$ cat config.mk
export PLATFORM = sky130hd
export DESIGN_NAME = bsv_top
export DESIGN_NICKNAME = d
export VERILOG_FILES = /design/src/design/bsv_pkg.sv /design/src/design/bsv_top.sv /design/src/design/bsv_sync.sv /design/src/design/bsv_ahb.sv
export SDC_FILE = /design/constraint.sdc
export NUM_CORES = 1
export LEC_CHECK = 0
export ABC_CLOCK_PERIOD_IN_PS = 2630
export BUFFER_PORTS_ARGS = -buffer_cell sky130_fd_sc_hd__buf_2
export CORE_MARGIN = 2
export CORE_UTILIZATION = 50
export DETAILED_ROUTE_END_ITERATION = 12
export GPL_TIMING_DRIVEN = 0
export PLACE_DENSITY = 0.77
export SLEW_MARGIN = 20
export SYNTH_ARGS = -nofsm -noshare
export SYNTH_HDL_FRONTEND = slang
export SYNTH_HIERARCHICAL = 1
export SYNTH_SLANG_ARGS = --single-unit
$ cat constraint.sdc
create_clock -name clk -period 2.63 [get_ports clk]
set_input_delay 0.3945 -clock clk [delete_from_list [all_inputs] [get_ports clk]]
set_output_delay 0.3945 -clock clk [all_outputs]
set_load 0.1 [all_outputs]
$ cat src/design/bsv_pkg.sv
// Package for the boot strap vector capture block.
// Assumes one 100 MHz core clock and a byte-addressed register bus with word-aligned registers.
package bsv_pkg;

    // Register byte offsets
    localparam logic [7:0] BSV_OFS_STATUS   = 8'h00;
    localparam logic [7:0] BSV_OFS_PCLK     = 8'h04;
    localparam logic [7:0] BSV_OFS_BUSCTL   = 8'h08;
    localparam logic [7:0] BSV_OFS_SWITCH_CONTROL    = 8'h0c;

    // Field positions in the boot strap status word
    localparam int BSV_ST_GCLK  = 0;
    localparam int BSV_ST_PCLK  = 1;
    localparam int BSV_ST_EEADR = 4;
    localparam int BSV_ST_SLOW  = 8;
    localparam int BSV_ST_MERGE = 9;
    localparam int BSV_ST_HALT  = 15;
    localparam int BSV_ST_TGADR = 16;
    localparam int BSV_ST_MODE  = 20;

    // Field positions in the switch control word
    localparam int BSV_SC_HALT   = 0;
    localparam int BSV_SC_UNLOCK = 1;
    localparam int BSV_SC_STATE  = 2;

    // Width of the whole strap vector and the prescaler field
    localparam int BSV_VEC_W  = 24;
    localparam int BSV_PRES_W = 16;

    // Prescaler values chosen by the slow-mode strap
    localparam logic [15:0] BSV_PRES_FAST = 16'h00fa;
    localparam logic [15:0] BSV_PRES_SLOW = 16'h03e8;

    // Values after reset
    localparam logic [23:0] BSV_RST_VEC  = 24'h000000;
    localparam logic [2:0]  BSV_RST_PCLK = 3'h0;
    localparam logic        BSV_RST_PIN  = 1'b0;

    // Fundamental reset sequence, Gray coded along reset-halt-run
    typedef enum logic [1:0] {
        BSV_IN_RESET = 2'b00,
        BSV_HALTED   = 2'b01,
        BSV_RUNNING  = 2'b11
    } bsv_state_t;

endpackage

$ cat src/design/bsv_top.sv
// Boot strap vector capture: samples the strap pins as the global reset
// pin is released, keeps them for readback, runs the reset-halt hold.
// Assumes strap and reset pins are asynchronous; AHB-Lite on clk.
//
// The address map and the AHB-Lite interface to the registers were left to the implementer.
`timescale 1ns/100ps
`default_nettype none

module bsv_top
    import bsv_pkg::*;
(
    // Clock and core reset
    input  wire logic        clk,
    input  wire logic        srst,
    // Global reset pin and strap pins
    input  wire logic        global_reset_n,
    input  wire logic        global_clk_freq_select,
    input  wire logic [2:0]  port_clocking_strap,
    input  wire logic [3:0]  eeprom_bus_addr_strap,
    input  wire logic        master_bus_slow_strap,
    input  wire logic        merge_pair_0_1,
    input  wire logic        merge_pair_2_3,
    input  wire logic        merge_pair_4_5,
    input  wire logic        merge_pair_6_7,
    input  wire logic        merge_pair_8_9,
    input  wire logic        merge_pair_10_11,
    input  wire logic        halt_after_reset,
    input  wire logic [3:0]  target_bus_addr_strap,
    input  wire logic [3:0]  switch_operating_select,
    // AHB-Lite register port
    input  wire logic        hsel,
    input  wire logic [31:0] haddr,
    input  wire logic [1:0]  htrans,
    input  wire logic        hwrite,
    input  wire logic [2:0]  hsize,
    input  wire logic [31:0] hwdata,
    input  wire logic        hready,
    output logic             hreadyout,
    output logic      [31:0] hrdata,
    output logic             hresp,
    // Register writes from the EEPROM loader
    input  wire logic        ee_wr,
    input  wire logic [7:0]  ee_addr,
    input  wire logic [31:0] ee_wdata,
    // Packets reaching the ports
    input  wire logic        pkt_valid,
    input  wire logic        pkt_cfg_type0,
    output logic             pkt_retry,
    output logic             pkt_discard,
    output logic             pkt_accept,
    // Configuration seen by the rest of the switch
    output logic             refclk_freq_sel,
    output logic      [2:0]  port_clocking_mode,
    output logic      [3:0]  eeprom_bus_addr,
    output logic      [15:0] master_bus_prescaler,
    output logic      [5:0]  merge_pairs,
    output logic      [3:0]  target_bus_addr,
    output logic      [3:0]  switch_mode,
    output logic             device_in_reset,
    output logic             buses_active
);

    // Pin side, after synchronising
    logic [BSV_VEC_W-1:0] raw_vec;
    logic [BSV_VEC_W-1:0] pin_vec;
    logic                 rst_pin;
    logic                 rst_prev_ff;
    logic                 release_ev;

    // Captured vector and working copies
    logic [BSV_VEC_W-1:0]  cap_ff, nxt_cap;
    logic [2:0]            pclk_ff, nxt_pclk;
    logic [BSV_PRES_W-1:0] pres_ff, nxt_pres;
    logic                  halt_ff, nxt_halt;
    bsv_state_t            st_ff, nxt_st;

    // Register access
    logic        bus_wr;
    logic [7:0]  bus_addr;
    logic [31:0] bus_wdata;
    logic        wr_any;
    logic [7:0]  wr_addr;
    logic [31:0] wr_data;
    logic [31:0] rdata;

    // Packet answers and buses-active flag
    logic retry_ff, nxt_retry;
    logic disc_ff, nxt_disc;
    logic acc_ff, nxt_acc;
    logic bus_act_ff, nxt_bus_act;
    logic in_rst_ff, nxt_in_rst;

    // Strap pins assembled in status-word order
    assign raw_vec = {switch_operating_select, target_bus_addr_strap,
                      halt_after_reset, merge_pair_10_11, merge_pair_8_9,
                      merge_pair_6_7, merge_pair_4_5, merge_pair_2_3,
                      merge_pair_0_1, master_bus_slow_strap,
                      eeprom_bus_addr_strap, port_clocking_strap,
                      global_clk_freq_select};

    // Straps and reset share one synchroniser so they stay aligned
    bsv_sync #(.W(BSV_VEC_W + 1)) u_sync (
        .clk     (clk),
        .srst    (srst),
        .pin_in  ({global_reset_n, raw_vec}),
        .pin_out ({rst_pin, pin_vec})
    );

    bsv_ahb u_ahb (
        .clk       (clk),
        .srst      (srst),
        .hsel      (hsel),
        .haddr     (haddr),
        .htrans    (htrans),
        .hwrite    (hwrite),
        .hsize     (hsize),
        .hwdata    (hwdata),
        .hready    (hready),
        .hreadyout (hreadyout),
        .hrdata    (hrdata),
        .hresp     (hresp),
        .reg_wr    (bus_wr),
        .reg_addr  (bus_addr),
        .reg_wdata (bus_wdata),
        .reg_rdata (rdata)
    );

    // Release of the global reset pin, seen once per fundamental reset
    assign release_ev = rst_pin && !rst_prev_ff;

    // Bus write wins over the EEPROM loader in the same cycle
    always_comb
    begin
        wr_any  = bus_wr || ee_wr;
        wr_addr = bus_wr ? bus_addr : ee_addr;
        wr_data = bus_wr ? bus_wdata : ee_wdata;
    end

    // Capture and working configuration
    always_comb
    begin
        nxt_cap  = cap_ff;
        nxt_pclk = pclk_ff;
        nxt_pres = pres_ff;
        nxt_halt = halt_ff;
        if (release_ev)
        begin
            // Pins are copied only here; any other time they do nothing
            nxt_cap  = pin_vec;
            nxt_pclk = pin_vec[BSV_ST_PCLK +: 3];
            nxt_pres = pin_vec[BSV_ST_SLOW] ? BSV_PRES_SLOW
                                            : BSV_PRES_FAST;
            nxt_halt = pin_vec[BSV_ST_HALT];
        end
        else if (wr_any && st_ff != BSV_IN_RESET)
        begin
            // Status word and fixed straps have no write path at all
            unique case (wr_addr)
                BSV_OFS_PCLK:   nxt_pclk = wr_data[2:0];
                BSV_OFS_BUSCTL: nxt_pres = wr_data[15:0];
                BSV_OFS_SWITCH_CONTROL:  nxt_halt = wr_data[BSV_SC_HALT];
                default:        nxt_halt = halt_ff;
            endcase
        end
    end

    // Sequence: hold in reset while the pin is low, then halt or run
    always_comb
    begin
        nxt_st = st_ff;
        if (!rst_pin)
            nxt_st = BSV_IN_RESET;
        else
        begin
            unique case (st_ff)
                BSV_IN_RESET:
                    if (release_ev)
                        nxt_st = pin_vec[BSV_ST_HALT] ? BSV_HALTED
                                                      : BSV_RUNNING;
                BSV_HALTED:
                    if (!halt_ff)
                        nxt_st = BSV_RUNNING;
                BSV_RUNNING:
                    nxt_st = BSV_RUNNING;
                default:
                    nxt_st = BSV_IN_RESET;
            endcase
        end
    end

    // Packet answers: retry or discard until normal operation begins
    always_comb
    begin
        nxt_retry   = 1'b0;
        nxt_disc    = 1'b0;
        nxt_acc     = 1'b0;
        nxt_bus_act = (nxt_st != BSV_IN_RESET);
        nxt_in_rst  = (nxt_st != BSV_RUNNING);
        if (pkt_valid)
        begin
            if (st_ff == BSV_RUNNING)
                nxt_acc = 1'b1;
            else if (st_ff == BSV_HALTED && pkt_cfg_type0)
                nxt_retry = 1'b1;
            else
                nxt_disc = 1'b1;
        end
    end

    // Read mux; unmapped offsets read as zero
    always_comb
    begin
        rdata = 32'h00000000;
        unique case (bus_addr)
            BSV_OFS_STATUS: rdata[BSV_VEC_W-1:0] = cap_ff;
            BSV_OFS_PCLK:   rdata[2:0] = pclk_ff;
            BSV_OFS_BUSCTL: rdata[BSV_PRES_W-1:0] = pres_ff;
            BSV_OFS_SWITCH_CONTROL:
            begin
                rdata[BSV_SC_HALT]       = halt_ff;
                rdata[BSV_SC_UNLOCK]     = (st_ff != BSV_RUNNING);
                rdata[BSV_SC_STATE +: 2] = st_ff;
            end
            default:        rdata = 32'h00000000;
        endcase
    end

    // State registers only
    always_ff @(posedge clk)
    begin
        if (srst)
        begin
            rst_prev_ff <= BSV_RST_PIN;
            cap_ff      <= BSV_RST_VEC;
            pclk_ff     <= BSV_RST_PCLK;
            pres_ff     <= BSV_PRES_FAST;
            halt_ff     <= 1'b0;
            st_ff       <= BSV_IN_RESET;
            retry_ff    <= 1'b0;
            disc_ff     <= 1'b0;
            acc_ff      <= 1'b0;
            bus_act_ff  <= 1'b0;
            in_rst_ff   <= 1'b1;
        end
        else
        begin
            rst_prev_ff <= rst_pin;
            cap_ff      <= nxt_cap;
            pclk_ff     <= nxt_pclk;
            pres_ff     <= nxt_pres;
            halt_ff     <= nxt_halt;
            st_ff       <= nxt_st;
            retry_ff    <= nxt_retry;
            disc_ff     <= nxt_disc;
            acc_ff      <= nxt_acc;
            bus_act_ff  <= nxt_bus_act;
            in_rst_ff   <= nxt_in_rst;
        end
    end

    // Fixed straps drive straight from the captured copy
    assign refclk_freq_sel      = cap_ff[BSV_ST_GCLK];
    assign eeprom_bus_addr      = cap_ff[BSV_ST_EEADR +: 4];
    assign merge_pairs          = cap_ff[BSV_ST_MERGE +: 6];
    assign target_bus_addr      = cap_ff[BSV_ST_TGADR +: 4];
    assign switch_mode          = cap_ff[BSV_ST_MODE +: 4];
    assign port_clocking_mode   = pclk_ff;
    assign master_bus_prescaler = pres_ff;
    assign device_in_reset      = in_rst_ff;
    assign buses_active         = bus_act_ff;
    assign pkt_retry            = retry_ff;
    assign pkt_discard          = disc_ff;
    assign pkt_accept           = acc_ff;

    // Pin changes away from the release edge leave the capture alone
    chk_straps_ignored: assert property (
        @(posedge clk) disable iff (srst)
        !release_ev |=> $stable(cap_ff))
        else $error("strap capture changed without a reset release");

    // Release edge copies the filtered pins exactly
    chk_capture_edge: assert property (
        @(posedge clk) disable iff (srst)
        release_ev |=> cap_ff == $past(pin_vec))
        else $error("captured vector differs from pins at release");

    // A status read returns the vector as it stood in its wait cycle
    chk_status_read: assert property (
        @(posedge clk) disable iff (srst)
        bus_addr == BSV_OFS_STATUS && !hreadyout
        |=> hrdata[BSV_VEC_W-1:0] == $past(cap_ff))
        else $error("status read does not match capture");

    // Port clocking working copy starts from the strap
    chk_pclk_load: assert property (
        @(posedge clk) disable iff (srst)
        release_ev |=> pclk_ff == cap_ff[BSV_ST_PCLK +: 3])
        else $error("port clocking not loaded from strap");

    // Prescaler follows the slow-mode strap at capture
    chk_pres_load: assert property (
        @(posedge clk) disable iff (srst)
        release_ev |=> pres_ff == (cap_ff[BSV_ST_SLOW] ? BSV_PRES_SLOW
                                                       : BSV_PRES_FAST))
        else $error("prescaler not chosen by slow strap");

    // Halt strap sends the sequence to the halted state
    chk_halt_entry: assert property (
        @(posedge clk) disable iff (srst)
        release_ev && pin_vec[BSV_ST_HALT] && rst_pin
        |=> st_ff == BSV_HALTED ##1 buses_active)
        else $error("halt strap did not hold device with buses up");

    // A set halt bit keeps the halted state from moving on to run
    chk_halt_exit: assert property (
        @(posedge clk) disable iff (srst)
        st_ff == BSV_HALTED && halt_ff |=> st_ff != BSV_RUNNING)
        else $error("left halted state with halt bit set");

    // Halted type 0 config request answered with retry next cycle
    chk_halt_retry: assert property (
        @(posedge clk) disable iff (srst)
        st_ff == BSV_HALTED && pkt_valid && pkt_cfg_type0
        |=> pkt_retry && !pkt_accept)
        else $error("halted config request not retried");

    // Halted non-config packet dropped
    chk_halt_drop: assert property (
        @(posedge clk) disable iff (srst)
        st_ff == BSV_HALTED && pkt_valid && !pkt_cfg_type0
        |=> pkt_discard && !pkt_retry)
        else $error("halted packet not discarded");

    // Fixed straps never move between fundamental resets
    chk_fixed_hold: assert property (
        @(posedge clk) disable iff (srst)
        st_ff != BSV_IN_RESET && rst_pin |=> $stable(switch_mode)
        && $stable(target_bus_addr) && $stable(merge_pairs)
        && $stable(eeprom_bus_addr) && $stable(refclk_freq_sel))
        else $error("fixed strap output changed");

    // A working write leaves the status copy untouched
    chk_override_only: assert property (
        @(posedge clk) disable iff (srst)
        wr_any && !release_ev && wr_addr == BSV_OFS_PCLK
        && st_ff != BSV_IN_RESET |=> $stable(cap_ff)
        && pclk_ff == $past(wr_data[2:0]))
        else $error("override write reached status copy");

endmodule
`default_nettype wire

$ cat src/design/bsv_sync.sv
// Three-flop input synchroniser with agreement filter, one lane per bit.
// Assumes the inputs are asynchronous pins; output is registered.
`timescale 1ns/100ps
`default_nettype none
module bsv_sync
    import bsv_pkg::*;
#(
    parameter int W = 1
)
(
    // Clock and reset
    input  wire logic         clk,
    input  wire logic         srst,
    // Raw pins and filtered result
    input  wire logic [W-1:0] pin_in,
    output logic      [W-1:0] pin_out
);

    logic [W-1:0] s1_ff;
    logic [W-1:0] s2_ff;
    logic [W-1:0] s3_ff;
    logic [W-1:0] out_ff;
    logic [W-1:0] nxt_out;

    // Output moves only once stages two and three agree
    genvar i;
    generate
        for (i = 0; i < W; i++)
        begin : g_lane
            always_comb
            begin
                nxt_out[i] = (s2_ff[i] == s3_ff[i]) ? s3_ff[i] : out_ff[i];
            end
        end
    endgenerate

    // First stage is read only by the second
    always_ff @(posedge clk)
    begin
        if (srst)
        begin
            s1_ff  <= '0;
            s2_ff  <= '0;
            s3_ff  <= '0;
            out_ff <= '0;
        end
        else
        begin
            s1_ff  <= pin_in;
            s2_ff  <= s1_ff;
            s3_ff  <= s2_ff;
            out_ff <= nxt_out;
        end
    end

    assign pin_out = out_ff;

endmodule
`default_nettype wire

$ cat src/design/bsv_ahb.sv
// AHB-Lite slave front end: one wait state on every transfer.
// Assumes a single master, whole-word single transfers only.
`timescale 1ns/100ps
`default_nettype none
module bsv_ahb
    import bsv_pkg::*;
(
    // Clock and reset
    input  wire logic        clk,
    input  wire logic        srst,
    // AHB-Lite slave side
    input  wire logic        hsel,
    input  wire logic [31:0] haddr,
    input  wire logic [1:0]  htrans,
    input  wire logic        hwrite,
    input  wire logic [2:0]  hsize,
    input  wire logic [31:0] hwdata,
    input  wire logic        hready,
    output logic             hreadyout,
    output logic      [31:0] hrdata,
    output logic             hresp,
    // Register side
    output logic             reg_wr,
    output logic      [7:0]  reg_addr,
    output logic      [31:0] reg_wdata,
    input  wire logic [31:0] reg_rdata
);

    logic       pend_ff, nxt_pend;
    logic       wr_ff, nxt_wr;
    logic [7:0] addr_ff, nxt_addr;
    logic       rdy_ff, nxt_rdy;
    logic [31:0] rd_ff, nxt_rd;
    logic       take;

    // Size is ignored: only whole words are ever issued
    assign take = hsel && htrans[1] && hready;

    // Address phase captured; data phase held one cycle by a wait state
    always_comb
    begin
        nxt_pend = take;
        nxt_wr   = take ? hwrite : wr_ff;
        nxt_addr = take ? {haddr[7:2], 2'b00} : addr_ff;
        nxt_rdy  = !take;
        nxt_rd   = pend_ff ? reg_rdata : rd_ff;
    end

    always_ff @(posedge clk)
    begin
        if (srst)
        begin
            pend_ff <= 1'b0;
            wr_ff   <= 1'b0;
            addr_ff <= 8'h00;
            rdy_ff  <= 1'b1;
            rd_ff   <= 32'h00000000;
        end
        else
        begin
            pend_ff <= nxt_pend;
            wr_ff   <= nxt_wr;
            addr_ff <= nxt_addr;
            rdy_ff  <= nxt_rdy;
            rd_ff   <= nxt_rd;
        end
    end

    // Write lands in the wait cycle, while hwdata stands
    assign reg_wr    = pend_ff && wr_ff;
    assign reg_addr  = addr_ff;
    assign reg_wdata = hwdata;
    assign hreadyout = rdy_ff;
    assign hrdata    = rd_ff;
    assign hresp     = 1'b0;

endmodule
`default_nettype wire

[Yosys cells after proc, flatten, opt, wreduce, memory -nomap -nowiden]
Cells that the tools add are included.
Storage, ports and cells
  input bits: 142
  word-level logic and storage cells: 126
  output and inout bits: 77
  register bits after elaboration: 185
Cells by class
  equality and inequality tests: 35
  bitwise operators: 1
  reduce and logical (&&, ||, !) cells: 22
  mux-type cells: 24
Operator list (number)
  2-to-1 mux 16 bit: 4
  == test 1 bit: 25
  case mux 12 bit (2 select lines): 1
  == test 8 x 4 -> 1 bit, second input constant: 2
  2-to-1 mux 8 bit: 2
  == test 6 x 2 -> 1 bit, second input constant: 2
  case mux 3 bit (4 select lines): 1
  nonzero test 2 bit: 6
  2-to-1 mux 10 bit: 1
  2-to-1 mux 3 bit: 3
  == test 8 x 3 -> 1 bit, second input constant: 1
  logical NOT 8 bit: 1
  2-to-1 mux 2 bit: 4
  == test 6 x 1 -> 1 bit, second input constant: 1
  logical AND 1 bit: 6
  2-to-1 mux 1 bit: 6
  case mux 2 bit (3 select lines): 1
  AND reduction 2 bit: 3
  inequality test 2 bit, second input constant: 2
  case mux 1 bit (3 select lines): 1
  OR reduction 3 bit: 1
  == test 2 x 1 -> 1 bit, second input constant: 1
  == test 2 bit, second input constant: 1
  logical NOT 1 bit: 2
  other kinds (4): 4

[Logic depth before layout (Yosys ltp)]
Gate-level depths: netlist of the first run.
  depth in word-level cells: 6
  gate-level depth with buffers: 10
  depth with buffers taken out: 6

[By module]
Netlist of the first run, hierarchy kept.
By module, submodules not included
  bsv_sync: instances 1, sequential area each 2001.9 um^2, cells each 261, area each 3337.0 um^2
  bsv_top: instances 1, sequential area each 1041.0 um^2, cells each 318, area each 2733.9 um^2
  bsv_ahb: instances 1, sequential area each 820.8 um^2, cells each 176, area each 1816.7 um^2

[Worst setup path after synthesis of the first run]
Ideal clock, no wire load.
  path kind: reg2reg
  start: register u_ahb.pend_ff
  end: register pres_ff[5] (netlist: master_bus_prescaler[5])
  period minus slack after synthesis: 2054 ps
  data arrival time: 1920 ps
  stages on the path, launching flop included: 10
  path buffers: 4
  library setup time: 134 ps
  required time: 2496 ps
  slack: 576 ps
  path through: dfxtp_1 -> buf_6 -> buf_12 -> and2_1 -> buf_6 -> nor4b_4 -> a2bb2o_2 -> buf_2 -> o21ai_0 -> o211ai_1
On the way
  cells in the longest elaborated chain, start to end: 5
  elaborated cells between the ends (all ways): 12
  classes of those cells: eq/ne: 1; mux: 5; reduce/logical: 6
RTL lines
  from (decl): RTL line bsv_ahb.sv:29  | logic pend_ff, nxt_pend;
  from (signal assigned): RTL line bsv_ahb.sv:61  | pend_ff <= nxt_pend;
  logical AND 1 bit (*): RTL line bsv_ahb.sv:70  | assign reg_wr = pend_ff && wr_ff;
  net bus_wr: RTL line bsv_top.sv:78  | logic bus_wr;
  2-to-1 mux 8 bit, or another cell as far along: RTL line bsv_top.sv:135  | wr_addr = bus_wr ? bus_addr : ee_addr;
  == test 8 x 4 -> 1 bit, or another cell as far along: RTL line bsv_top.sv:158  | unique case (wr_addr)
  nonzero test 2 bit (no line) / 2-to-1 mux 16 bit (equally long branches)
  AND reduction 2 bit (no line) / 2-to-1 mux 16 bit (equally long branches)
  to (signal assigned): RTL line bsv_top.sv:250  | pres_ff <= nxt_pres;
  to (decl): RTL line bsv_top.sv:73  | logic [BSV_PRES_W-1:0] pres_ff, nxt_pres;
The timed path passes the listed nets; every way through them passes the cells marked *. The select of a mux whose other input is x is not followed.
A chain may end at the register's enable or synchronous reset.

[Final worst setup path of the first run]
  start: register u_ahb.pend_ff
  end: register pres_ff[6] (netlist: master_bus_prescaler[6])
The elaborated chain is that of the path after synthesis.

==> metrics.txt, run 1 <==
# TYPE chip_impl_metric gauge
chip_impl_metric{name="multi_input_comb_area",unit="µm²"} 3243
chip_impl_metric{name="clock_skew",unit="ns"} 0.008021
chip_impl_metric{name="cap_viol_max_count",unit=""} 0
chip_impl_metric{name="placement_rows",unit=""} 45
chip_impl_metric{name="power.static_leakage",unit="nW"} 3.778
chip_impl_metric{name="cell_depth_of_the_worst_flop_to_flop_path",unit=""} 10
chip_impl_metric{name="detail-route-antenna-nets",unit=""} 0
chip_impl_info{name="worstSetupEndpointType",value="flop"} 1
chip_impl_metric{name="min_delay_path_depth",unit=""} 2
chip_impl_metric{name="final_nets",unit=""} 1048
chip_impl_metric{name="cp.required",unit="ns"} 2.93
chip_impl_info{name="crit_path_top_delay_cell",value="a2bb2o_2"} 1
chip_impl_metric{name="worst-path-buf-inv",unit=""} 5
chip_impl_metric{name="setup_total_negative_slack",unit="ns"} 0
chip_impl_metric{name="netlist_area",unit="µm²"} 7767
chip_impl_metric{name="start_util",unit="%"} 51.09
chip_impl_metric{name="rrSetupSlack",unit="ns"} 0.26
chip_impl_metric{name="met2_wirelength",unit="µm"} 7953
chip_impl_info{name="min_delay_path_class",value="input pin to flop"} 1
chip_impl_metric{name="grt_pass1_wl",unit="µm"} 26120
chip_impl_metric{name="avgRoutedWirePerCell",unit="µm"} 14.99
chip_impl_metric{name="fin_worst_hold_slack",unit="ns"} 0.1700
chip_impl_info{name="crit-reg2reg-capture",value="master_bus_prescaler[6]"} 1
chip_impl_metric{name="placeableCoreArea",unit="µm²"} 15200
chip_impl_metric{name="nFillCells",unit=""} 1248
chip_impl_metric{name="ctsHoldBuffers",unit=""} 0
chip_impl_metric{name="grt_antenna_before_repair",unit=""} 0
chip_impl_metric{name="first_global_vias",unit=""} 5241
chip_impl_metric{name="slew_headroom",unit="%"} 65.55
chip_impl_metric{name="drive_above_1_share",unit="%"} 38.85
chip_impl_metric{name="fmax",unit="MHz"} 422.7
chip_impl_info{name="clock-root-buffer",value="clkbuf_16"} 1
chip_impl_metric{name="ys_warn_count",unit=""} 6
chip_impl_metric{name="pwr_density_cell",unit="nW/µm²"} 643.3
chip_impl_metric{name="clk_latency",unit="ns"} 0.43
chip_impl_metric{name="clkTransAtPathRegs",unit="ns"} 0.07
chip_impl_metric{name="viasPerCell",unit=""} 4.960
chip_impl_metric{name="stdcell_count",unit=""} 1107
chip_impl_metric{name="remaining_drcs",unit=""} 0
chip_impl_metric{name="worstPathMaxFanout",unit=""} 10
chip_impl_metric{name="power.total",unit="mW"} 6.017
chip_impl_metric{name="hold_viol",unit=""} 0
chip_impl_metric{name="cts.repair.resized",unit=""} 0
chip_impl_metric{name="clock_sinks",unit=""} 193
chip_impl_metric{name="number_of_port_buffers",unit=""} 139
chip_impl_metric{name="inserted_clock_buffers",unit=""} 17
chip_impl_metric{name="drt_pre_antenna_iters",unit=""} 6
chip_impl_metric{name="met1_length",unit="µm"} 7280
chip_impl_metric{name="overall_die_height",unit="µm"} 128.6
chip_impl_metric{name="critical_path_depth",unit=""} 10
chip_impl_metric{name="htreeDepth",unit=""} 4
chip_impl_metric{name="sequential_cell_area",unit="µm²"} 3864
chip_impl_info{name="grt_setup_unrepaired",value="false"} 1
chip_impl_metric{name="chipWidth",unit="µm"} 128.6
chip_impl_metric{name="worst-endpoint-arrival",unit="ns"} 2.66
chip_impl_info{name="crit_path_start",value="u_ahb/pend_ff"} 1
chip_impl_metric{name="post-cts-setup-buffers",unit=""} 0
chip_impl_metric{name="antenna-diode-count",unit=""} 0
chip_impl_metric{name="period_minus_slack",unit="ns"} 2.366
chip_impl_info{name="clock_tree_from_tritoncts",value="built"} 1
chip_impl_metric{name="final-max-slew-violation-count",unit=""} 0
chip_impl_info{name="timing.critical_path.mode_cell",value="buf_6"} 1
chip_impl_metric{name="finalCritPeriodShare",unit="%"} 89.95
chip_impl_info{name="highest_layer",value="met4"} 1
chip_impl_metric{name="placed_cells_incl_taps",unit=""} 1075
chip_impl_metric{name="gate_count_of_the_mapped_netlist",unit=""} 739
chip_impl_metric{name="route.vias.total",unit=""} 5491
chip_impl_metric{name="grt.overflow.total",unit=""} 0
chip_impl_metric{name="synthesis.area_per_instance",unit="µm²"} 10.51
chip_impl_metric{name="grt_start_max_net_pins",unit=""} 20
chip_impl_info{name="run_status",value="complete, no violations"} 1
chip_impl_metric{name="weighted_congestion_at_the_end_of_routability_driven_global_placement",unit=""} 0.8423
chip_impl_metric{name="detail_route.wirelength",unit="µm"} 16600
chip_impl_info{name="cp-start-kind",value="flop"} 1
chip_impl_metric{name="power.ir.vdd_worst",unit="V"} 0.0004767
chip_impl_metric{name="tightestPinTransition",unit="ns"} 0.5203
chip_impl_metric{name="grt_use_total",unit="%"} 20.33
chip_impl_info{name="critical_path_class",value="flop to flop"} 1
chip_impl_metric{name="syn2layout_area_growth",unit="%"} 20.41
chip_impl_info{name="critical_path.cell_chain",value="buf_6 > buf_12 > and2_1 > buf_6 > buf_4 > nand3b_1 > a2bb2o_2 > buf_2 > o21ai_0 > o211ai_1"} 1
chip_impl_info{name="worst_r2r_startpoint",value="u_ahb/pend_ff"} 1
chip_impl_metric{name="clock_path_buffers",unit=""} 2
chip_impl_metric{name="dp_hpwl",unit="µm"} 12220
chip_impl_metric{name="detailroute.wirelength.met3",unit="µm"} 1018
chip_impl_metric{name="design.portCount",unit=""} 219
chip_impl_metric{name="worst_path_largest_cell_delay",unit="ns"} 0.37
chip_impl_metric{name="setup_viol_count_final",unit=""} 0
chip_impl_info{name="critPathCapture",value="master_bus_prescaler[6]"} 1
chip_impl_metric{name="floorplan.die_area",unit="µm²"} 16550
chip_impl_metric{name="detailedRoute.firstIterationViolations",unit=""} 343
chip_impl_info{name="critical-path-top-delay-family",value="buffers and inverters"} 1
cell type report:
type	count	share of cell area, %
Sequential cell	193	41.31
Multi-Input combinational cell	470	34.68
Timing Repair Buffer	139	7.438
Buffer	83	7.344
Clock buffer	17	4.548
Tap cell	188	2.515
Clock inverter	15	2.087
Inverter	2	0.08027
per-stage QoR:
step	util, %	setup slack [ns]	instance area (µm²)
after detailed placement	57.44	0.2909	8732
after floorplan	-	0.5759	7801
after global routing	61.52	0.1396	9353
final	61.52	0.2643	9353
after CTS	61.52	0.2700	9353
after global placement	57.44	0.3653	8732
flip-flops by register name (all words and copies together) (netlist names):
signal / cells
u_sync/pin_out: 25
pkt_accept: 1
pkt_retry: 1
u_ahb/pend_ff: 1
halt_ff: 1
u_ahb/hreadyout: 1
u_sync/s3_ff: 25
device_in_reset: 1
u_sync/s2_ff: 25
master_bus_prescaler: 16
u_sync/s1_ff: 25
u_ahb/wr_ff: 1
rst_prev_ff: 1
pkt_discard: 1
buses_active: 1
u_ahb/reg_addr: 6
port_clocking_mode: 3
st_ff: 2
u_ahb/hrdata: 32
cap_ff: 24
where the power goes:
| part | internal [mW] | leakage (nW) | switching (mW) | total, mW |
|---|---|---|---|---|
| registers | 2.98 | 1.57 | 0.0223 | 3.00 |
| clock network | 1.45 | 0.301 | 1.20 | 2.65 |
| logic | 0.174 | 1.91 | 0.195 | 0.369 |
| total | 4.60 | 3.78 | 1.41 | 6.02 |
per-layer routing:
layer	GRT usage [%]	up-vias
met5	0	-
met4	7.864	0
met3	4.324	25
met2	34.05	179
met1	25.82	2493
li1	-	2794
worst min path at each step:
stage / from / end / slack (ns)
6_report: switch_operating_select[1] / u_sync/s1_ff[21] / 0.17
4_1_cts: switch_operating_select[1] / u_sync/s1_ff[21] / 0.15
3_5_place_dp: u_sync/s1_ff[11] / u_sync/s2_ff[11] / 0.42
3_3_place_gp: u_sync/s1_ff[13] / u_sync/s2_ff[13] / 0.42
5_1_grt: merge_pair_0_1 / u_sync/s1_ff[9] / 0.16
2_1_floorplan: u_sync/s1_ff[0] / u_sync/s2_ff[0] / 0.41
cell usage in the layout, fill, tap and decap left out, types with 8 or more instances in the layout:
master,count
a21oi_1,36
a21oi_2,25
a22o_1,12
and2_1,10
buf_1,8
buf_12,8
buf_2,149
buf_4,38
clkbuf_1,10
clkbuf_16,17
conb_1,11
dfxtp_1,193
mux2i_1,49
nand2_1,75
nand2b_1,19
nor2_1,42
nor2b_2,65
nor2b_4,10
nor3_1,18
o21ai_0,31
No activity file was read; power rests on OpenSTA's default activity.
==> run 2, diff against run 1 <==
- PLACE_DENSITY: 0.77 -> 0.79
- SYNTH_HIERARCHICAL: 1 -> not set
==> metrics.txt, run 2 <==
# TYPE chip_impl_metric gauge
chip_impl_metric{name="start_util",unit="%"} 50.77
chip_impl_metric{name="placed_cells_incl_taps",unit=""} 1034
chip_impl_metric{name="clk_latency",unit="ns"} 0.43
chip_impl_metric{name="worst-endpoint-arrival",unit="ns"} 2.44
chip_impl_metric{name="pwr_density_cell",unit="nW/µm²"} 701.5
chip_impl_metric{name="design.portCount",unit=""} 219
chip_impl_info{name="final_common_cell",value="dfxtp_1"} 1
chip_impl_info{name="run_status",value="complete, no violations"} 1
chip_impl_metric{name="cp.required",unit="ns"} 2.90
chip_impl_metric{name="inserted_clock_buffers",unit=""} 17
chip_impl_metric{name="clock_path_buffers",unit=""} 2
chip_impl_metric{name="number_of_port_buffers",unit=""} 146
chip_impl_metric{name="fmax",unit="MHz"} 461.4
chip_impl_metric{name="avgRoutedWirePerCell",unit="µm"} 14.65
chip_impl_metric{name="finalCritPeriodShare",unit="%"} 82.41
chip_impl_metric{name="min_delay_path_depth",unit=""} 2
chip_impl_metric{name="tightestPinTransition",unit="ns"} 0.6114
chip_impl_metric{name="setup_total_negative_slack",unit="ns"} 0
chip_impl_info{name="crit_path_start",value="u_ahb.pend_ff"} 1
chip_impl_metric{name="final_nets",unit=""} 1019
chip_impl_metric{name="grt_pass1_wl",unit="µm"} 24360
chip_impl_metric{name="cell_depth_of_the_worst_flop_to_flop_path",unit=""} 7
chip_impl_metric{name="fin_worst_hold_slack",unit="ns"} 0.1733
chip_impl_metric{name="drt_pre_antenna_iters",unit=""} 6
chip_impl_info{name="crit-reg2reg-capture",value="master_bus_prescaler[13]"} 1
chip_impl_metric{name="cap_viol_max_count",unit=""} 0
chip_impl_info{name="critPathCapture",value="master_bus_prescaler[13]"} 1
chip_impl_metric{name="ys_types",unit=""} 53
chip_impl_metric{name="power.ir.vdd_worst",unit="V"} 0.0004197
chip_impl_metric{name="clock_sinks",unit=""} 185
chip_impl_metric{name="stdcell_count",unit=""} 1064
chip_impl_metric{name="first_global_vias",unit=""} 4885
chip_impl_metric{name="remaining_drcs",unit=""} 0
chip_impl_info{name="grt_setup_unrepaired",value="false"} 1
chip_impl_metric{name="floorplan.die_area",unit="µm²"} 14230
chip_impl_metric{name="final-max-slew-violation-count",unit=""} 0
chip_impl_info{name="synth.most_common_cell",value="dfxtp_1"} 1
chip_impl_metric{name="ys_seq_area_share",unit="%"} 55.74
chip_impl_info{name="synth_ff_type",value="dfxtp_1"} 1
chip_impl_metric{name="synth_enable_flop_cells",unit=""} 0
chip_impl_metric{name="detail-route-antenna-nets",unit=""} 0
chip_impl_info{name="commonest_cells_after_routing_fill_and_taps_aside",value="dfxtp_1 (185), buf_2 (148), nand2_1 (109)"} 1
chip_impl_metric{name="synthArstFlopShare",unit="%"} 0
chip_impl_metric{name="hold_viol",unit=""} 0
chip_impl_metric{name="worstPathMaxFanout",unit=""} 10
chip_impl_metric{name="ctsHoldBuffers",unit=""} 0
chip_impl_metric{name="synthDominantCellAreaShare",unit="%"} 55.74
chip_impl_metric{name="antenna-diode-count",unit=""} 0
chip_impl_metric{name="chipWidth",unit="µm"} 119.3
chip_impl_metric{name="grt.overflow.total",unit=""} 0
chip_impl_metric{name="period_minus_slack",unit="ns"} 2.167
chip_impl_metric{name="syn2layout_area_growth",unit="%"} 23.47
chip_impl_info{name="clock-root-buffer",value="clkbuf_16"} 1
chip_impl_metric{name="ys_warn_count",unit=""} 0
chip_impl_metric{name="placeableCoreArea",unit="µm²"} 13090
chip_impl_info{name="synthTopCellsByArea",value="dfxtp_1 (56%), nor2b_1 (7.3%), nand2_1 (6.2%), a21oi_1 (5.3%), buf_4 (3.4%)"} 1
chip_impl_metric{name="grt_antenna_before_repair",unit=""} 0
chip_impl_metric{name="placement_rows",unit=""} 42
chip_impl_info{name="worst_r2r_startpoint",value="u_ahb.pend_ff"} 1
chip_impl_metric{name="dp_hpwl",unit="µm"} 11590
chip_impl_metric{name="dp_slack",unit="ns"} 0.4314
chip_impl_info{name="critical_path_class",value="flop to flop"} 1
chip_impl_metric{name="viasPerCell",unit=""} 5.107
chip_impl_metric{name="drive_above_1_share",unit="%"} 25.45
chip_impl_metric{name="overall_die_height",unit="µm"} 119.3
chip_impl_info{name="synth_commonest_cells",value="dfxtp_1 (185), nand2_1 (109), nor2b_1 (78), a21oi_1 (70), nor2_1 (36)"} 1
chip_impl_metric{name="detailedRoute.firstIterationViolations",unit=""} 317
chip_impl_metric{name="gate_count_of_the_mapped_netlist",unit=""} 704
chip_impl_info{name="cp-start-kind",value="flop"} 1
chip_impl_metric{name="slew_headroom",unit="%"} 59.24
chip_impl_metric{name="post-cts-setup-buffers",unit=""} 0
chip_impl_metric{name="detail_route.wirelength",unit="µm"} 15590
chip_impl_info{name="worst_hold_startpoint",value="merge_pair_4_5"} 1
chip_impl_metric{name="route.vias.total",unit=""} 5434
chip_impl_info{name="min_delay_path_class",value="input pin to flop"} 1
chip_impl_info{name="synth_top_cell_by_area",value="dfxtp_1"} 1
chip_impl_metric{name="rrSetupSlack",unit="ns"} 0.46
chip_impl_info{name="clock_tree_from_tritoncts",value="built"} 1
chip_impl_metric{name="clock_skew",unit="ns"} 0.007630
chip_impl_metric{name="cts.repair.resized",unit=""} 0
chip_impl_metric{name="finish.utilization",unit="%"} 62.69
chip_impl_metric{name="htreeDepth",unit=""} 4
chip_impl_metric{name="grt_start_max_net_pins",unit=""} 17
chip_impl_metric{name="ys_ff_latch",unit=""} 185
chip_impl_metric{name="power.static_leakage",unit="nW"} 3.454
chip_impl_metric{name="synthesis.area_per_instance",unit="µm²"} 9.437
chip_impl_metric{name="weighted_congestion_at_the_end_of_routability_driven_global_placement",unit=""} 0.9176
chip_impl_metric{name="post-route-worst-setup-slack",unit="ns"} 0.4625
chip_impl_metric{name="grt_use_total",unit="%"} 21.90
chip_impl_info{name="worstSetupEndpointType",value="flop"} 1
chip_impl_metric{name="setup_viol_count_final",unit=""} 0
chip_impl_metric{name="netlist_area",unit="µm²"} 6644
chip_impl_metric{name="clkTransAtPathRegs",unit="ns"} 0.06
run 2: cell count changes in the layout (fill, tap and decap cells not counted), moves of 25 or more:
cell     before  now
nor2b_1       6   78
nor2b_2      65    0
mux2i_1      49   12
a21oi_1      36   70
nand2_1      75  109
a21oi_2      25    0
run 2: through the flow:
step	total power [mW]	cell area [µm²]
detailed placement	3.328	7625
finish	5.754	8203
CTS	5.783	8203
floorplan	3.210	6674
global route	5.924	8203
global placement	3.322	7625
run 2: how the worst min path moves through the flow:
stage                       endpoint  slack, ns
detailed placement  u_sync.s2_ff[14]       0.42
global route        u_sync.s1_ff[12]       0.17
global placement    u_sync.s2_ff[24]       0.42
finish              u_sync.s1_ff[11]       0.17
CTS                 u_sync.s1_ff[17]       0.16
floorplan            u_sync.s2_ff[0]       0.41
run 2: area by class of cell:
cell class,count,area [µm²]
repair buffers,146,730.7
clock inverters,9,117.6
plain buffers,70,421.7
flip-flops and latches,185,3704
fillers,1110,4882
well taps,176,220.2
inverters,5,18.77
multi-input cells,452,2530
clock buffers,21,460.4
run 2: cell families (layout without fill, tap and decap cells):
kind of cell           count (synthesis)  count (layout)  synth area share (%)
and+or+nand+nor                      274             274                 20.66
other                                  1               9               0.05644
DFF                                  185             185                 55.74
buffers and inverters                 75             251                 6.629
muxes                                 16              16                 2.655
AOI/OAI and AO/OA                    153             153                 14.26
run 2: power breakdown:
part           internal, mW  total, mW  switching, mW
logic                 0.121      0.380          0.260
registers              2.86       2.89         0.0257
clock network          1.45       2.49           1.04
total                  4.43       5.75           1.32
run 2: routing by layer:
| metal | wire length (µm) | share of wire, % | up-vias | track usage [%] |
|---|---|---|---|---|
| met5 | 0 | 0 | - | 0 |
| met4 | 334 | 2.1 | 0 | 8.036 |
| met3 | 1007 | 6.5 | 28 | 4.885 |
| met2 | 7604 | 49 | 191 | 36.60 |
| met1 | 6645 | 43 | 2512 | 27.75 |
| li1 | - | - | 2703 | - |
run 2: critical path, stage by stage, from the launching register on:
cell	delay, ns
dfxtp_1	0.31
buf_6	0.14
nand2_1	0.11
buf_4	0.25
mux2i_1	0.35
nand2_2	0.20
nor2_1	0.48
a311oi_1	0.18
==> run 3, diff against run 2 <==
- ABC_CLOCK_PERIOD_IN_PS: 2630 -> 2130
- clock period: 2.63 -> 2.13 ns (I/O delays scaled with it)
==> metrics.txt, run 3 (synthesized netlist as in run 2, its figures left out) <==
# TYPE chip_impl_metric gauge
chip_impl_info{name="run_status",value="complete, no violations"} 1
chip_impl_metric{name="start_util",unit="%"} 50.77
chip_impl_metric{name="clock_path_buffers",unit=""} 2
chip_impl_info{name="worstSetupEndpointType",value="flop"} 1
chip_impl_metric{name="comb_power_share",unit="%"} 6.6
chip_impl_info{name="final_common_cell",value="dfxtp_1"} 1
chip_impl_metric{name="slew_headroom",unit="%"} 59.11
chip_impl_metric{name="final_nets",unit=""} 1019
chip_impl_metric{name="power_frac_seq",unit="%"} 50.2
chip_impl_metric{name="detail-route-antenna-nets",unit=""} 0
chip_impl_metric{name="tightestPinTransition",unit="ns"} 0.6134
chip_impl_metric{name="worst-endpoint-arrival",unit="ns"} 2.27
chip_impl_metric{name="hold_viol",unit=""} 0
chip_impl_metric{name="switchingPower",unit="mW"} 1.634
chip_impl_metric{name="worst-path-buf-inv",unit=""} 2
chip_impl_metric{name="min_delay_path_depth",unit=""} 2
chip_impl_metric{name="cts.repair.resized",unit=""} 1
chip_impl_info{name="critical-path-top-delay-family",value="simple AND/OR/NAND/NOR gates"} 1
chip_impl_metric{name="detailedRoute.firstIterationViolations",unit=""} 307
chip_impl_metric{name="first_global_vias",unit=""} 4885
chip_impl_metric{name="route.vias.total",unit=""} 5452
chip_impl_info{name="worst_hold_startpoint",value="merge_pair_4_5"} 1
chip_impl_metric{name="drive_above_1_share",unit="%"} 25.56
chip_impl_metric{name="pwr_density_cell",unit="nW/µm²"} 866.0
chip_impl_metric{name="syn2layout_area_growth",unit="%"} 23.50
chip_impl_metric{name="clock_sinks",unit=""} 185
chip_impl_metric{name="grt_pass1_wl",unit="µm"} 24360
chip_impl_metric{name="finish.utilization",unit="%"} 62.71
chip_impl_info{name="critical_path.cell_chain",value="buf_6 > nand2_1 > buf_4 > mux2i_1 > nand2_2 > nor2_2 > a311oi_1"} 1
chip_impl_metric{name="placeableCoreArea",unit="µm²"} 13090
chip_impl_metric{name="cell_depth_of_the_worst_flop_to_flop_path",unit=""} 7
chip_impl_metric{name="period_minus_slack",unit="ns"} 1.982
chip_impl_metric{name="grt_use_total",unit="%"} 21.90
chip_impl_metric{name="clkTransAtPathRegs",unit="ns"} 0.06
chip_impl_info{name="cp-start-kind",value="flop"} 1
chip_impl_metric{name="weighted_congestion_at_the_end_of_routability_driven_global_placement",unit=""} 0.9176
chip_impl_metric{name="floorplan.die_area",unit="µm²"} 14230
chip_impl_metric{name="worstPathMaxFanout",unit=""} 10
chip_impl_metric{name="finalCritPeriodShare",unit="%"} 93.03
chip_impl_metric{name="antenna-diode-count",unit=""} 0
chip_impl_metric{name="avgRoutedWirePerCell",unit="µm"} 14.65
chip_impl_metric{name="remaining_drcs",unit=""} 0
chip_impl_metric{name="viasPerCell",unit=""} 5.124
chip_impl_metric{name="cp.required",unit="ns"} 2.41
chip_impl_metric{name="clock_power_share",unit="%"} 43.2
chip_impl_metric{name="chipWidth",unit="µm"} 119.3
chip_impl_info{name="worst_r2r_startpoint",value="u_ahb.pend_ff"} 1
chip_impl_metric{name="clk_latency",unit="ns"} 0.43
chip_impl_metric{name="grt_start_max_net_pins",unit=""} 17
chip_impl_metric{name="fmax",unit="MHz"} 504.7
chip_impl_metric{name="critical_path_depth",unit=""} 7
chip_impl_metric{name="grt_antenna_before_repair",unit=""} 0
chip_impl_info{name="clock_tree_from_tritoncts",value="built"} 1
chip_impl_metric{name="design.portCount",unit=""} 219
chip_impl_metric{name="inserted_clock_buffers",unit=""} 17
chip_impl_metric{name="cap_viol_max_count",unit=""} 0
chip_impl_metric{name="drt_pre_antenna_iters",unit=""} 6
chip_impl_info{name="crit_path_start",value="u_ahb.pend_ff"} 1
chip_impl_metric{name="power.static_leakage",unit="nW"} 3.454
chip_impl_metric{name="ctsHoldBuffers",unit=""} 0
chip_impl_info{name="min_delay_path_class",value="input pin to flop"} 1
chip_impl_metric{name="setup_viol_count_final",unit=""} 0
chip_impl_metric{name="clock_skew",unit="ns"} 0.008172
chip_impl_metric{name="switching_share",unit="%"} 23.00
chip_impl_info{name="clock-root-buffer",value="clkbuf_16"} 1
chip_impl_metric{name="setup_total_negative_slack",unit="ns"} 0
chip_impl_metric{name="overall_die_height",unit="µm"} 119.3
chip_impl_metric{name="dp_hpwl",unit="µm"} 11590
chip_impl_metric{name="number_of_port_buffers",unit=""} 146
chip_impl_info{name="commonest_cells_after_routing_fill_and_taps_aside",value="dfxtp_1 (185), buf_2 (148), nand2_1 (109)"} 1
chip_impl_metric{name="post-cts-setup-buffers",unit=""} 0
chip_impl_metric{name="worst_path_largest_cell_delay",unit="ns"} 0.35
chip_impl_metric{name="final-max-slew-violation-count",unit=""} 0
chip_impl_metric{name="htreeDepth",unit=""} 4
chip_impl_metric{name="placement_rows",unit=""} 42
chip_impl_metric{name="cell_internal_pwr",unit="mW"} 5.472
chip_impl_info{name="grt_setup_unrepaired",value="false"} 1
chip_impl_info{name="critical_path_class",value="flop to flop"} 1
chip_impl_info{name="crit_path_top_delay_cell",value="mux2i_1"} 1
chip_impl_metric{name="power.ir.vdd_worst",unit="V"} 0.0005176
chip_impl_metric{name="detail_route.wirelength",unit="µm"} 15590
chip_impl_metric{name="grt.overflow.total",unit=""} 0
## run 3: cell counts in the layout (fill, tap and decap cells not counted)
Identical to the previous run, type by type.
## run 3: final timing paths
path                                                  to  slack, ns
worst max-delay path            master_bus_prescaler[13]       0.15
worst min-delay path                    u_sync.s1_ff[11]        0.1
worst min register to register          u_sync.s2_ff[14]       0.43
worst max register to register  master_bus_prescaler[13]       0.15
## run 3: metrics by stage
step / worst slack [ns] / area (µm²) / cells / power (mW) / hold slack, ns
global route: 0.03742 / 8205 / 1064 / 7.315 / 0.09231
detailed placement: 0.006406 / 7625 / 1034 / 4.109 / 0.4212
finish: 0.1485 / 8205 / 1064 / 7.106 / 0.09877
global placement: -0.03958 / 7625 / 1034 / 4.102 / 0.4168
floorplan: 0.4268 / 6674 / 712 / 3.964 / 0.4138
CTS: 0.1579 / 8205 / 1064 / 7.141 / 0.08698
## run 3: per-layer routing
layer	up-vias	global-route usage, %	share of wire, %
li1	2702	-	-
met2	215	36.60	48
met1	2506	27.75	43
met4	0	8.036	2.2
met3	29	4.885	6.7
met5	-	0	0
## run 3: power by group through the flow
stage,sequential (mW),combinational [mW],clock (mW)
floorplan,3.70,0.262,0
global placement,3.64,0.465,0
detailed placement,3.64,0.468,0
CTS,3.56,0.470,3.11
global route,3.57,0.503,3.24
finish,3.56,0.469,3.07
## run 3: final cells by class
class	instances	area, µm²
Inverter	5	18.77
Buffer	70	421.7
Clock inverter	9	117.6
Fill cell	1110	4880
Multi-Input combinational cell	452	2532
Tap cell	176	220.2
Sequential cell	185	3704
Timing Repair Buffer	146	730.7
Clock buffer	21	460.4
